## src/common/rs485_dir_pkg.sv

```systemverilog
// Purpose: Shared constants and types for the line-direction controller
// Assumes: 25 MHz system clock, AHB-Lite register access
// Notes:   Each port has one config word and a nibble in the status word
package rs485_dir_pkg;

  localparam int unsigned CLK_HZ       = 25_000_000;
  localparam int unsigned MAX_LINE_BPS = 460_800;
  // Bit time at the fastest line rate, rounded down
  localparam int unsigned BIT_CYCLES   = CLK_HZ / MAX_LINE_BPS;

  localparam int unsigned NUM_PORTS = 2;
  localparam int unsigned CFG_W     = 3;
  localparam int unsigned STAT_W    = 4;

  localparam logic [7:0] OFS_PORT0_MODE = 8'h00;
  localparam logic [7:0] OFS_PORT1_MODE = 8'h04;
  localparam logic [7:0] OFS_STATUS     = 8'h08;

  // Config word fields
  localparam int unsigned POS_RTS_FOLLOW = 0;
  localparam int unsigned POS_AUTO_DIR   = 1;
  localparam int unsigned POS_NO_ECHO    = 2;

  localparam logic [CFG_W-1:0] CFG_RESET = 3'h0;

  localparam logic [1:0] HTRANS_NONSEQ = 2'h2;
  localparam logic [2:0] HSIZE_WORD    = 3'h2;

  typedef struct packed {
    logic no_echo_setting;
    logic auto_direction_setting;
    logic rts_follow_setting;
  } port_cfg_type;

  typedef struct packed {
    logic rx_enabled;
    logic drv_enabled;
    logic tx_busy;
    logic rts;
  } port_stat_type;

  typedef enum logic [1:0] {
    MODE_RS422 = 2'b00,
    MODE_RTS   = 2'b01,
    MODE_AUTO  = 2'b10
  } dir_mode_type;

endpackage

```

## src/core/port_dir_ctrl.sv

```systemverilog
// Purpose: Driver and receiver enable control for one serial port
// Assumes: UART signals on sys_clk; line receive pin asynchronous
// Notes:   Driver enable and line data share one register stage
`timescale 1ns/1ns
module port_dir_ctrl
  import rs485_dir_pkg::*;
(
  input  wire logic          sys_clk,     // System clock
  input  wire logic          rst,         // Synchronous reset
  input  wire port_cfg_type  cfg,         // Port mode settings
  input  wire logic          rts_req,     // UART request to send
  input  wire logic          tx_busy,     // UART transmitter active
  input  wire logic          uart_txd,    // UART serial out
  input  wire logic          line_rx_i,   // Line receiver data
  output logic               line_tx_o,   // Line driver data
  output logic               line_tx_oe,  // Line driver enable
  output logic               rx_enable,   // Receiver enable
  output logic               uart_rxd,    // Serial in to UART
  output port_stat_type      stat         // Port status
);

  logic         drv_r;
  logic         txd_r;
  logic         rxen_r;
  logic         rxd_r;
  logic [2:0]   sync_r;
  logic         rx_filt_r;
  dir_mode_type mode;
  logic         grant_nxt;
  logic         rxen_nxt;

  // Auto takes precedence when both enable settings are present
  assign mode = cfg.auto_direction_setting ? MODE_AUTO :
                cfg.rts_follow_setting     ? MODE_RTS  : MODE_RS422;

  always_comb
  begin
    unique case (mode)
      MODE_AUTO:  grant_nxt = tx_busy;
      MODE_RTS:   grant_nxt = rts_req;
      MODE_RS422: grant_nxt = 1'b1;
      default:    grant_nxt = 1'b0;
    endcase
  end

  // Echo keeps receiver on; no-echo mutes it while driving in RTS or auto mode
  assign rxen_nxt = !(cfg.no_echo_setting && mode != MODE_RS422 && grant_nxt);

  always_ff @(posedge sys_clk)
  begin
    if (rst)
    begin
      drv_r     <= 1'b0;
      txd_r     <= 1'b1;
      rxen_r    <= 1'b1;
      rxd_r     <= 1'b1;
      sync_r    <= 3'h7;
      rx_filt_r <= 1'b1;
    end
    else
    begin
      drv_r  <= grant_nxt;
      txd_r  <= uart_txd;
      rxen_r <= rxen_nxt;
      sync_r <= {sync_r[1:0], line_rx_i};
      if (sync_r[2] == sync_r[1])
        rx_filt_r <= sync_r[2];
      rxd_r  <= rxen_nxt ? rx_filt_r : 1'b1;
    end
  end

  assign line_tx_o  = txd_r;
  assign line_tx_oe = drv_r;
  assign rx_enable  = rxen_r;
  assign uart_rxd   = rxd_r;
  assign stat       = '{rx_enabled: rxen_r, drv_enabled: drv_r,
                        tx_busy: tx_busy, rts: rts_req};
endmodule

```

## src/core/rs485_dir_ctrl.sv

```systemverilog
// Purpose: Two-port RS-485 line-direction control with AHB-Lite registers
// Assumes: UART and bus on sys_clk; zero-wait-state slave, OKAY only
// Notes:   Port mode words at 0x00 and 0x04, status at 0x08
//
// Contract
// - A port drives its line only while granted, otherwise stays high impedance.
// - In RTS mode the driver enable follows the UART request-to-send output.
// - In automatic mode transmit activity alone switches the driver on and off.
// - With echo, receiver stays on so own characters come back.
// - With no-echo, receiver is off while own driver is on (in RS-422 mode the receiver stays on).
// - With no enable mode set, port runs as RS-422 with driver always on.
// - Two ports with independent mode and echo settings.
// - Direction control keeps pace with 460.8K line rates without damaging characters.
//
// Chosen here: the AHB-Lite interface to the registers and the register addresses.
`timescale 1ns/1ns
module rs485_dir_ctrl
  import rs485_dir_pkg::*;
(
  input  wire logic                 sys_clk,    // System clock, 25 MHz
  input  wire logic                 rst,        // Synchronous reset
  input  wire logic                 hsel,       // Slave select
  input  wire logic [31:0]          haddr,      // Address
  input  wire logic [1:0]           htrans,     // Transfer type
  input  wire logic                 hwrite,     // Write strobe
  input  wire logic [2:0]           hsize,      // Transfer size
  input  wire logic [31:0]          hwdata,     // Write data
  input  wire logic                 hready,     // Bus ready
  output logic                      hreadyout,  // Slave ready
  output logic                      hresp,      // Response
  output logic [31:0]               hrdata,     // Read data
  input  wire logic [NUM_PORTS-1:0] rts_req,    // UART request to send
  input  wire logic [NUM_PORTS-1:0] tx_busy,    // UART transmitter active
  input  wire logic [NUM_PORTS-1:0] uart_txd,   // UART serial out
  output logic [NUM_PORTS-1:0]      uart_rxd,   // Serial in to UART
  output logic [NUM_PORTS-1:0]      line_tx_o,  // Line driver data
  output logic [NUM_PORTS-1:0]      line_tx_oe, // Line driver enable
  input  wire logic [NUM_PORTS-1:0] line_rx_i,  // Line receiver data
  output logic [NUM_PORTS-1:0]      rx_enable   // Receiver enable
);

  port_cfg_type  first_port_mode_header_r;
  port_cfg_type  second_port_mode_header_r;
  port_stat_type stat [NUM_PORTS];
  port_cfg_type  cfg  [NUM_PORTS];
  logic          wr_pend_r;
  logic [7:0]    wr_ofs_r;
  logic [31:0]   rdata_r;
  logic          addr_ok;
  logic          take;
  logic          word_ok;
  logic          wr_port0;
  logic          wr_port1;
  logic [31:0]   rdata_nxt;
  logic [7:0]    stat_word;

  // Address phase accepted on any selected NONSEQ with ready high
  assign take     = hsel && hready && htrans == HTRANS_NONSEQ;
  assign word_ok  = hsize == HSIZE_WORD;
  assign addr_ok  = haddr[31:8] == 24'h00_0000;
  assign wr_port0 = wr_pend_r && wr_ofs_r == OFS_PORT0_MODE;
  assign wr_port1 = wr_pend_r && wr_ofs_r == OFS_PORT1_MODE;
  assign stat_word = {stat[1], stat[0]};

  assign rdata_nxt =
    !addr_ok                          ? 32'h0000_0000 :
    haddr[7:0] == OFS_PORT0_MODE      ? {29'h0000_0000, first_port_mode_header_r} :
    haddr[7:0] == OFS_PORT1_MODE      ? {29'h0000_0000, second_port_mode_header_r} :
    haddr[7:0] == OFS_STATUS          ? {24'h00_0000, stat_word} :
                                        32'h0000_0000;

  always_ff @(posedge sys_clk)
  begin
    if (rst)
    begin
      wr_pend_r <= 1'b0;
      wr_ofs_r  <= 8'h00;
      rdata_r   <= 32'h0000_0000;
    end
    else
    begin
      wr_pend_r <= take && hwrite && word_ok && addr_ok;
      wr_ofs_r  <= take ? haddr[7:0] : wr_ofs_r;
      rdata_r   <= (take && !hwrite) ? rdata_nxt : 32'h0000_0000;
    end
  end

  always_ff @(posedge sys_clk)
  begin
    if (rst)
    begin
      first_port_mode_header_r  <= CFG_RESET;
      second_port_mode_header_r <= CFG_RESET;
    end
    else
    begin
      if (wr_port0)
        first_port_mode_header_r <= hwdata[CFG_W-1:0];
      if (wr_port1)
        second_port_mode_header_r <= hwdata[CFG_W-1:0];
    end
  end

  assign hreadyout = 1'b1;
  assign hresp     = 1'b0;
  assign hrdata    = rdata_r;

  assign cfg[0] = first_port_mode_header_r;
  assign cfg[1] = second_port_mode_header_r;

  generate
    for (genvar p = 0; p < NUM_PORTS; p++)
    begin : g_port
      port_dir_ctrl u_port
      (
        .sys_clk    (sys_clk),
        .rst        (rst),
        .cfg        (cfg[p]),
        .rts_req    (rts_req[p]),
        .tx_busy    (tx_busy[p]),
        .uart_txd   (uart_txd[p]),
        .line_rx_i  (line_rx_i[p]),
        .line_tx_o  (line_tx_o[p]),
        .line_tx_oe (line_tx_oe[p]),
        .rx_enable  (rx_enable[p]),
        .uart_rxd   (uart_rxd[p]),
        .stat       (stat[p])
      );
    end
  endgenerate
endmodule

```

## config.mk

```make
export PLATFORM = sky130hd
export DESIGN_NAME = rs485_dir_ctrl
export DESIGN_NICKNAME = d
export VERILOG_FILES = /design/src/common/rs485_dir_pkg.sv /design/src/core/port_dir_ctrl.sv /design/src/core/rs485_dir_ctrl.sv
export SDC_FILE = /design/constraint.sdc
export NUM_CORES = 1
export LEC_CHECK = 0
export BUFFER_PORTS_ARGS = -buffer_cell sky130_fd_sc_hd__buf_2
export CAP_MARGIN = 10
export CELL_PAD_IN_SITES_DETAIL_PLACEMENT = 1
export CELL_PAD_IN_SITES_GLOBAL_PLACEMENT = 2
export CORE_ASPECT_RATIO = 0.5
export CORE_MARGIN = 5
export CORE_UTILIZATION = 22
export DETAILED_ROUTE_END_ITERATION = 12
export PLACE_DENSITY_LB_ADDON = 0.05
export SLEW_MARGIN = 40
export SYNTH_ARGS = -nofsm -noshare
export SYNTH_HDL_FRONTEND = slang
export SYNTH_SLANG_ARGS = --single-unit
```

## constraint.sdc

```tcl
create_clock -name sys_clk -period 3.3 [get_ports sys_clk]
set_clock_uncertainty 0.2 [all_clocks]
set_input_delay 0 -clock sys_clk [delete_from_list [all_inputs] [get_ports sys_clk]]
set_output_delay 0 -clock sys_clk [all_outputs]
set_load 0.03 [all_outputs]
```

Yosys cells after proc, flatten, opt, wreduce, memory -nomap -nowiden
Index checks and enable logic that the tools add are counted.
W data, S select, Z words.
{ "word_totals": {"reg_bits": 63, "latchBits": 0, "ramBits": 0, "rom_bits": 0, "out_inout_bits": 42, "word_cells": 73, "n_memories": 0} }
{ "classes": {"addsub": 0, "mul": 0, "div_mod_pow": 0, "n_lt_le_gt_ge": 0, "n_eq_ne": 11, "shifts": 0, "mux": 9, "bitwise_logic": 3, "n_reduce_logical": 27} }
{ "ops": {"columns": ["cell", "n"], "rows": [
  ["$logic_not A24 Y1", 1],
  ["$eq A8 B3 Y1 const B", 2],
  ["$logic_not A8 Y1", 2],
  ["$logic_and A1 B1 Y1", 12],
  ["$mux W3", 3],
  ["$eq A8 B4 Y1 const B", 1],
  ["$eq A2 B2 Y1 const B", 3],
  ["$pmux W1 S3", 2],
  ["$reduce_or A6 Y1", 1],
  ["$reduce_or A5 Y1", 1],
  ["$eq A2 B1 Y1 const B", 2],
  ["$logic_not A2 Y1", 2],
  ["$mux W2", 2],
  ["$reduce_bool A2 Y1", 2],
  ["$reduce_or A2 Y1", 2],
  ["$eq A3 B2 Y1 const B", 1],
  ["$logic_not A1 Y1", 3],
  ["$not A1 Y1", 3],
  ["$reduce_or A3 Y1", 1],
  ["$eq A1 B1 Y1", 2],
  ["$mux W1", 2]
]} }

Logic depth before layout (Yosys ltp)
{ "logic_depth": {"ltp_word": 6, "mapped_depth": 5} }

Cells and area by module
A second synthesis with hierarchy kept.
{ "unflattened": {"hier_cells": 191, "area_unflattened_um2": 1761.7} }
{ "by_module_without_submodules": {"columns": ["mod", "instances", "cells_each", "area_per_inst_um2"], "rows": [
  ["rs485_dir_ctrl", 1, 137, 1171.1],
  ["port_dir_ctrl", 2, 27, 295.3]
]} }

Least setup slack after synthesis
Ideal clock, no wire load.
{ "synth_timing": {"kind": "register to register", "startpoint": "register wr_ofs_r[5]", "endpoint": "register second_port_mode_header_r (netlist bit cfg[0])", "setup_time_ps": 128, "arrival_time_ps": 1474, "required_time_ps": 2972, "slack_ps": 1498, "stages_incl_launch_ff": 6, "n_path_buf": 1, "cell_sequence": "dfxtp_1 or4b_4 or3_1 buf_2 mux2i_1 nor2_1"} }
{ "synth_between": {"elab_chain_len": 2} }
{ "synth_rtl": {"columns": ["element", "line_no", "source"], "rows": [
  ["from (decl)", "rs485_dir_ctrl.sv:47", "logic [7:0] wr_ofs_r;"],
  ["from (signal assigned)", "rs485_dir_ctrl.sv:83", "wr_ofs_r <= take ? haddr[7:0] : wr_ofs_r;"],
  ["$eq A8 B3 Y1", "rs485_dir_ctrl.sv:62", "assign wr_port1 = wr_pend_r && wr_ofs_r == OFS_PORT1_MODE;"],
  ["$logic_and A1 B1 Y1", "rs485_dir_ctrl.sv:62", null],
  ["to (signal assigned)", "rs485_dir_ctrl.sv:100", "second_port_mode_header_r <= hwdata[CFG_W-1:0];"],
  ["to (decl)", "rs485_dir_ctrl.sv:43", "port_cfg_type second_port_mode_header_r;"]
]} }
Every way passes these cells.
A chain may end at the register's enable or synchronous reset.

Worst setup path in the final report
{ "layout_timing": {"startpoint": "input hsize[2]", "endpoint": "register wr_pend_r"} }
{ "layout_between": {"elab_chain_len": 3} }
{ "layout_rtl": {"columns": ["element", "line_no", "source"], "rows": [
  ["from (decl)", "rs485_dir_ctrl.sv:26", "input wire logic [2:0] hsize,"],
  ["$eq A3 B2 Y1", "rs485_dir_ctrl.sv:59", "assign word_ok = hsize == HSIZE_WORD;"],
  ["$logic_and A1 B1 Y1 (2 in series)", "rs485_dir_ctrl.sv:82", "wr_pend_r <= take && hwrite && word_ok && addr_ok;"],
  ["to (signal assigned)", "rs485_dir_ctrl.sv:82", null],
  ["to (decl)", "rs485_dir_ctrl.sv:46", "logic wr_pend_r;"]
]} }
Every way passes these cells.

==> flow_summary.json <==
{
  "p_clk_share_pct": 50.4,
  "worst_ir_drop_vdd_mv": 0.185,
  "share_of_flip_flops_with_an_asynchronous_set_or_reset_after_synthesis_pct": 0,
  "synthToLayoutAreaGrowth_pct": 41.1,
  "detailedRoute.firstIterationViolations": 16,
  "power.static_leakage_nw": 1.08,
  "min-delay-path-class": "in2reg",
  "report.final.hold_viol_count": 5,
  "nNetsFinal": 361,
  "stdcell_count": 376,
  "totalNegativeSetupSlack_ns": 0,
  "hpwlAfterDp_mm": 3.74,
  "track_usage_pct": 10.1,
  "yosysTopAreaCellShare_pct": 45.6,
  "cts_hold_repair.buffers": 23,
  "drt_wl_total_mm": 4.74,
  "critPathArrivalTime_ns": 2.37,
  "dpl.cell_count": 345,
  "ys_ff_latch": 39,
  "power_report.internal_total_uw": 963,
  "number_of_flops_mapped_to_enable_cells_by_yosys": 0,
  "routabilityCongestion": 0.754,
  "synth.avg_cell_area_um2": 8.73,
  "post_cts_buffers": 0,
  "crit-reg2reg-capture": "cfg[1]",
  "placementRows": 22,
  "vias_in_the_first_global_route": 1649,
  "global_route_overflow": 0,
  "clkLatencyLatePin_ns": 0.28,
  "synth.yosys.seq_area_share_pct": 45.6,
  "h-tree-depth": 2,
  "synth.lib_cells_used.distinct": 31,
  "drive_gt1_share_pct": 31.8,
  "groute.layer.met2.usage_pct": 17.2,
  "layout.filler_cells": 889,
  "failed_checks": "hold timing",
  "dp_worst_setup_slack_ns": 1.26,
  "timing.final.ws_setup_ns": 0.950,
  "cp-start-kind": "input pin",
  "root_buffer": "sky130_fd_sc_hd__clkbuf_16",
  "seqPwrFrac_pct": 39.1,
  "clkTransAtPathRegs_ns": 0.06,
  "cts_made_buffers": 5,
  "total_via_count_after_detailed_routing": 1518,
  "switching_power_uw": 269,
  "worst_setup_path_endpoint": "wr_pend_r",
  "yosys_most_used_dff": "sky130_fd_sc_hd__dfxtp_1",
  "fmaxAchievable_mhz": 426,
  "pin_count_of_the_biggest_net_entering_global_routing": 32,
  "power_density_over_cell_area_nw_per_um2": 510,
  "top_fanout_value_on_the_critical_path": 1,
  "syn-cell-area_um2": 1710,
  "cts_max_path_buffers": 2,
  "setup_violations": 0,
  "top_usage_layer": "met2",
  "drv_cap": 0,
  "synth_top_area_cell": "sky130_fd_sc_hd__dfxtp_1",
  "initial_core_util_pct": 23.0,
  "grt_setup_unrepaired": "no",
  "yosysMostFrequentCell": "sky130_fd_sc_hd__dfxtp_1",
  "layout.area.seq_um2": 781,
  "groute.layer.met3.usage_pct": 3.39,
  "io_count": 124,
  "run_status": "finished, violations left",
  "worst_setup_ep_type": "flop",
  "netlist_top_cells_area": "sky130_fd_sc_hd__dfxtp_1 46%, sky130_fd_sc_hd__buf_4 15%, sky130_fd_sc_hd__nand2_1 6.1%",
  "port-buffer-count": 68,
  "tritoncts_sinks": 39,
  "detail_route.drc_violations": 0,
  "multi_input_comb_area_um2": 727,
  "detailed_routing_iteration_count_for_the_pre_antenna_repair_pass": 4,
  "cts_resized": 0,
  "top_cells_by_count_synth": "39 x sky130_fd_sc_hd__dfxtp_1, 34 x sky130_fd_sc_hd__buf_4, 28 x sky130_fd_sc_hd__nand2_1",
  "first_pass_grt_wire_length_mm": 7.66,
  "crit_path_time_final_ns": 2.35,
  "layout_worst_path_cycle_share_pct": 71.2,
  "cts_tree": "built",
  "core_area_um2": 7430,
  "vias_per_cell": 4.04,
  "reg2reg_depth": 4,
  "tightestPinTransition_ns": 0.542,
  "worstPathRequired_ns": 3.32,
  "die_y_um": 72.4,
  "comb_power_share_pct": 10.5,
  "final-max-slew-violation-count": 0,
  "timing_startpoint_of_the_critical_path": "hsize[2]",
  "critPathKind": "in2reg",
  "remaining_antenna_violation_count_after_routing": 0,
  "final_hold_slack_ns": -0.0146,
  "rrSetupSlack_ns": 1.40,
  "avgRoutedWirePerCell_um": 12.6,
  "r2r_start": "wr_ofs_r[5]",
  "global_route_met1_usage_pct": 12.3,
  "max-slew-margin-rel_pct": 63.8,
  "antenna-diode-count": 0,
  "die_x_um": 135,
  "initial_antenna_violation_count": 0,
  "switching_share_pct": 21.8,
  "synth.yosys.warnings": 0,
  "post_synth_inst_count": 196,
  "die_area_um2": 9750
}
==> worst max-delay path, cell delays in order <==
cell	delay, ns
sky130_fd_sc_hd__dlygate4sd3_1	0.53
sky130_fd_sc_hd__buf_2	0.11
sky130_fd_sc_hd__or4bb_1	0.46
sky130_fd_sc_hd__dlygate4sd3_1	0.57
sky130_fd_sc_hd__nor3_1	0.13
sky130_fd_sc_hd__dlygate4sd3_1	0.57
==> flip-flops by register name, indices dropped and copies added (netlist names) <==
name	count
g_port.u_port.line_tx_oe	2
g_port.u_port.rx_filt_r	2
cfg	6
g_port.u_port.rx_enable	2
g_port.u_port.sync_r	6
wr_pend_r	1
g_port.u_port.uart_rxd	2
g_port.u_port.line_tx_o	2
wr_ofs_r	8
hrdata	8
==> metrics by stage <==
stage	utilization, %	hold WS [ns]	instance area [µm²]	total power [mW]
after floorplan	-	-0.0962	1800	0.585
after global placement	26.8	-0.0141	1990	0.600
after detailed placement	26.8	-0.0121	1990	0.602
after CTS	32.4	0.00102	2410	1.25
after global routing	32.5	0.0380	2410	1.29
final	32.5	-0.0146	2410	1.23
==> cell usage in the layout (no fill, tap or decap) <==
cell / n
sky130_fd_sc_hd__buf_2: 68
sky130_fd_sc_hd__dfxtp_1: 39
sky130_fd_sc_hd__nand2_1: 28
sky130_fd_sc_hd__conb_1: 26
sky130_fd_sc_hd__dlygate4sd3_1: 23
sky130_fd_sc_hd__a21oi_1: 15
sky130_fd_sc_hd__nor2_1: 12
sky130_fd_sc_hd__or2_2: 10
sky130_fd_sc_hd__nor4_1: 6
sky130_fd_sc_hd__mux2i_1: 6
sky130_fd_sc_hd__inv_1: 5
sky130_fd_sc_hd__and2_1: 5
sky130_fd_sc_hd__clkbuf_16: 5
sky130_fd_sc_hd__o31ai_1: 3
sky130_fd_sc_hd__nor3_1: 3
sky130_fd_sc_hd__a21boi_0: 3
sky130_fd_sc_hd__o21ai_0: 2
sky130_fd_sc_hd__a21o_1: 2
sky130_fd_sc_hd__o21bai_1: 2
sky130_fd_sc_hd__nand4_1: 2
sky130_fd_sc_hd__bufinv_16: 2
sky130_fd_sc_hd__and4b_1: 1
sky130_fd_sc_hd__nand4b_1: 1
sky130_fd_sc_hd__nor2b_1: 1
sky130_fd_sc_hd__nand3b_1: 1
sky130_fd_sc_hd__nand2b_1: 1
sky130_fd_sc_hd__nor4_2: 1
sky130_fd_sc_hd__or4bb_1: 1
sky130_fd_sc_hd__or4b_4: 1
sky130_fd_sc_hd__or4_1: 1
sky130_fd_sc_hd__nor3_2: 1
sky130_fd_sc_hd__or3_1: 1
sky130_fd_sc_hd__clkbuf_1: 1
sky130_fd_sc_hd__buf_4: 1
==> worst min path at each step <==
stage / start / endpoint / slack, ns / cells after the start
after floorplan: uart_txd[0] / g_port[0].u_port.line_tx_o / -0.1 / 1
after global placement: line_rx_i[0] / g_port[0].u_port.sync_r[0] / -0.01 / 2
after detailed placement: uart_txd[1] / g_port[1].u_port.line_tx_o / -0.01 / 2
after CTS: rst / cfg[2] / 0.001 / 2
after global routing: rst / cfg[1] / 0.04 / 2
final: rst / cfg[2] / -0.01 / 2
==> metal layers <==
layer,vias to the layer above,part of all wire (%)
met5,-,0
met4,0,0.93
met3,5,6.2
met2,45,48
met1,716,45
li1,752,-
==> power groups by stage <==
stage,Clock (mW),Combinational [mW],Sequential (mW)
floorplan,0,0.0938,0.491
detailed placement,0,0.110,0.492
global route,0.664,0.141,0.482
global placement,0,0.108,0.492
CTS,0.638,0.129,0.482
finish,0.621,0.129,0.482
==> cells by family (layout without fill, tap and decap cells) <==
kind of cell    Yosys count  after routing  synth area share [%]
other cells               2             26                 0.439
flops                    39             39                  45.6
simple gates             77             77                  23.6
mux                       6              6                  3.51
compound gates           27             27                  9.36
buf+inv                  45            105                  17.5
==> cell type report <==
cell class	instances	share of cell area, %
sequential	39	32.3
clock buffer	6	5.34
timing repair buffer	92	24.0
tap	96	4.98
clock inverter	2	2.49
multi-input combinational	136	30.1
inverter	5	0.778
No activity file was read; power rests on OpenSTA's default activity.
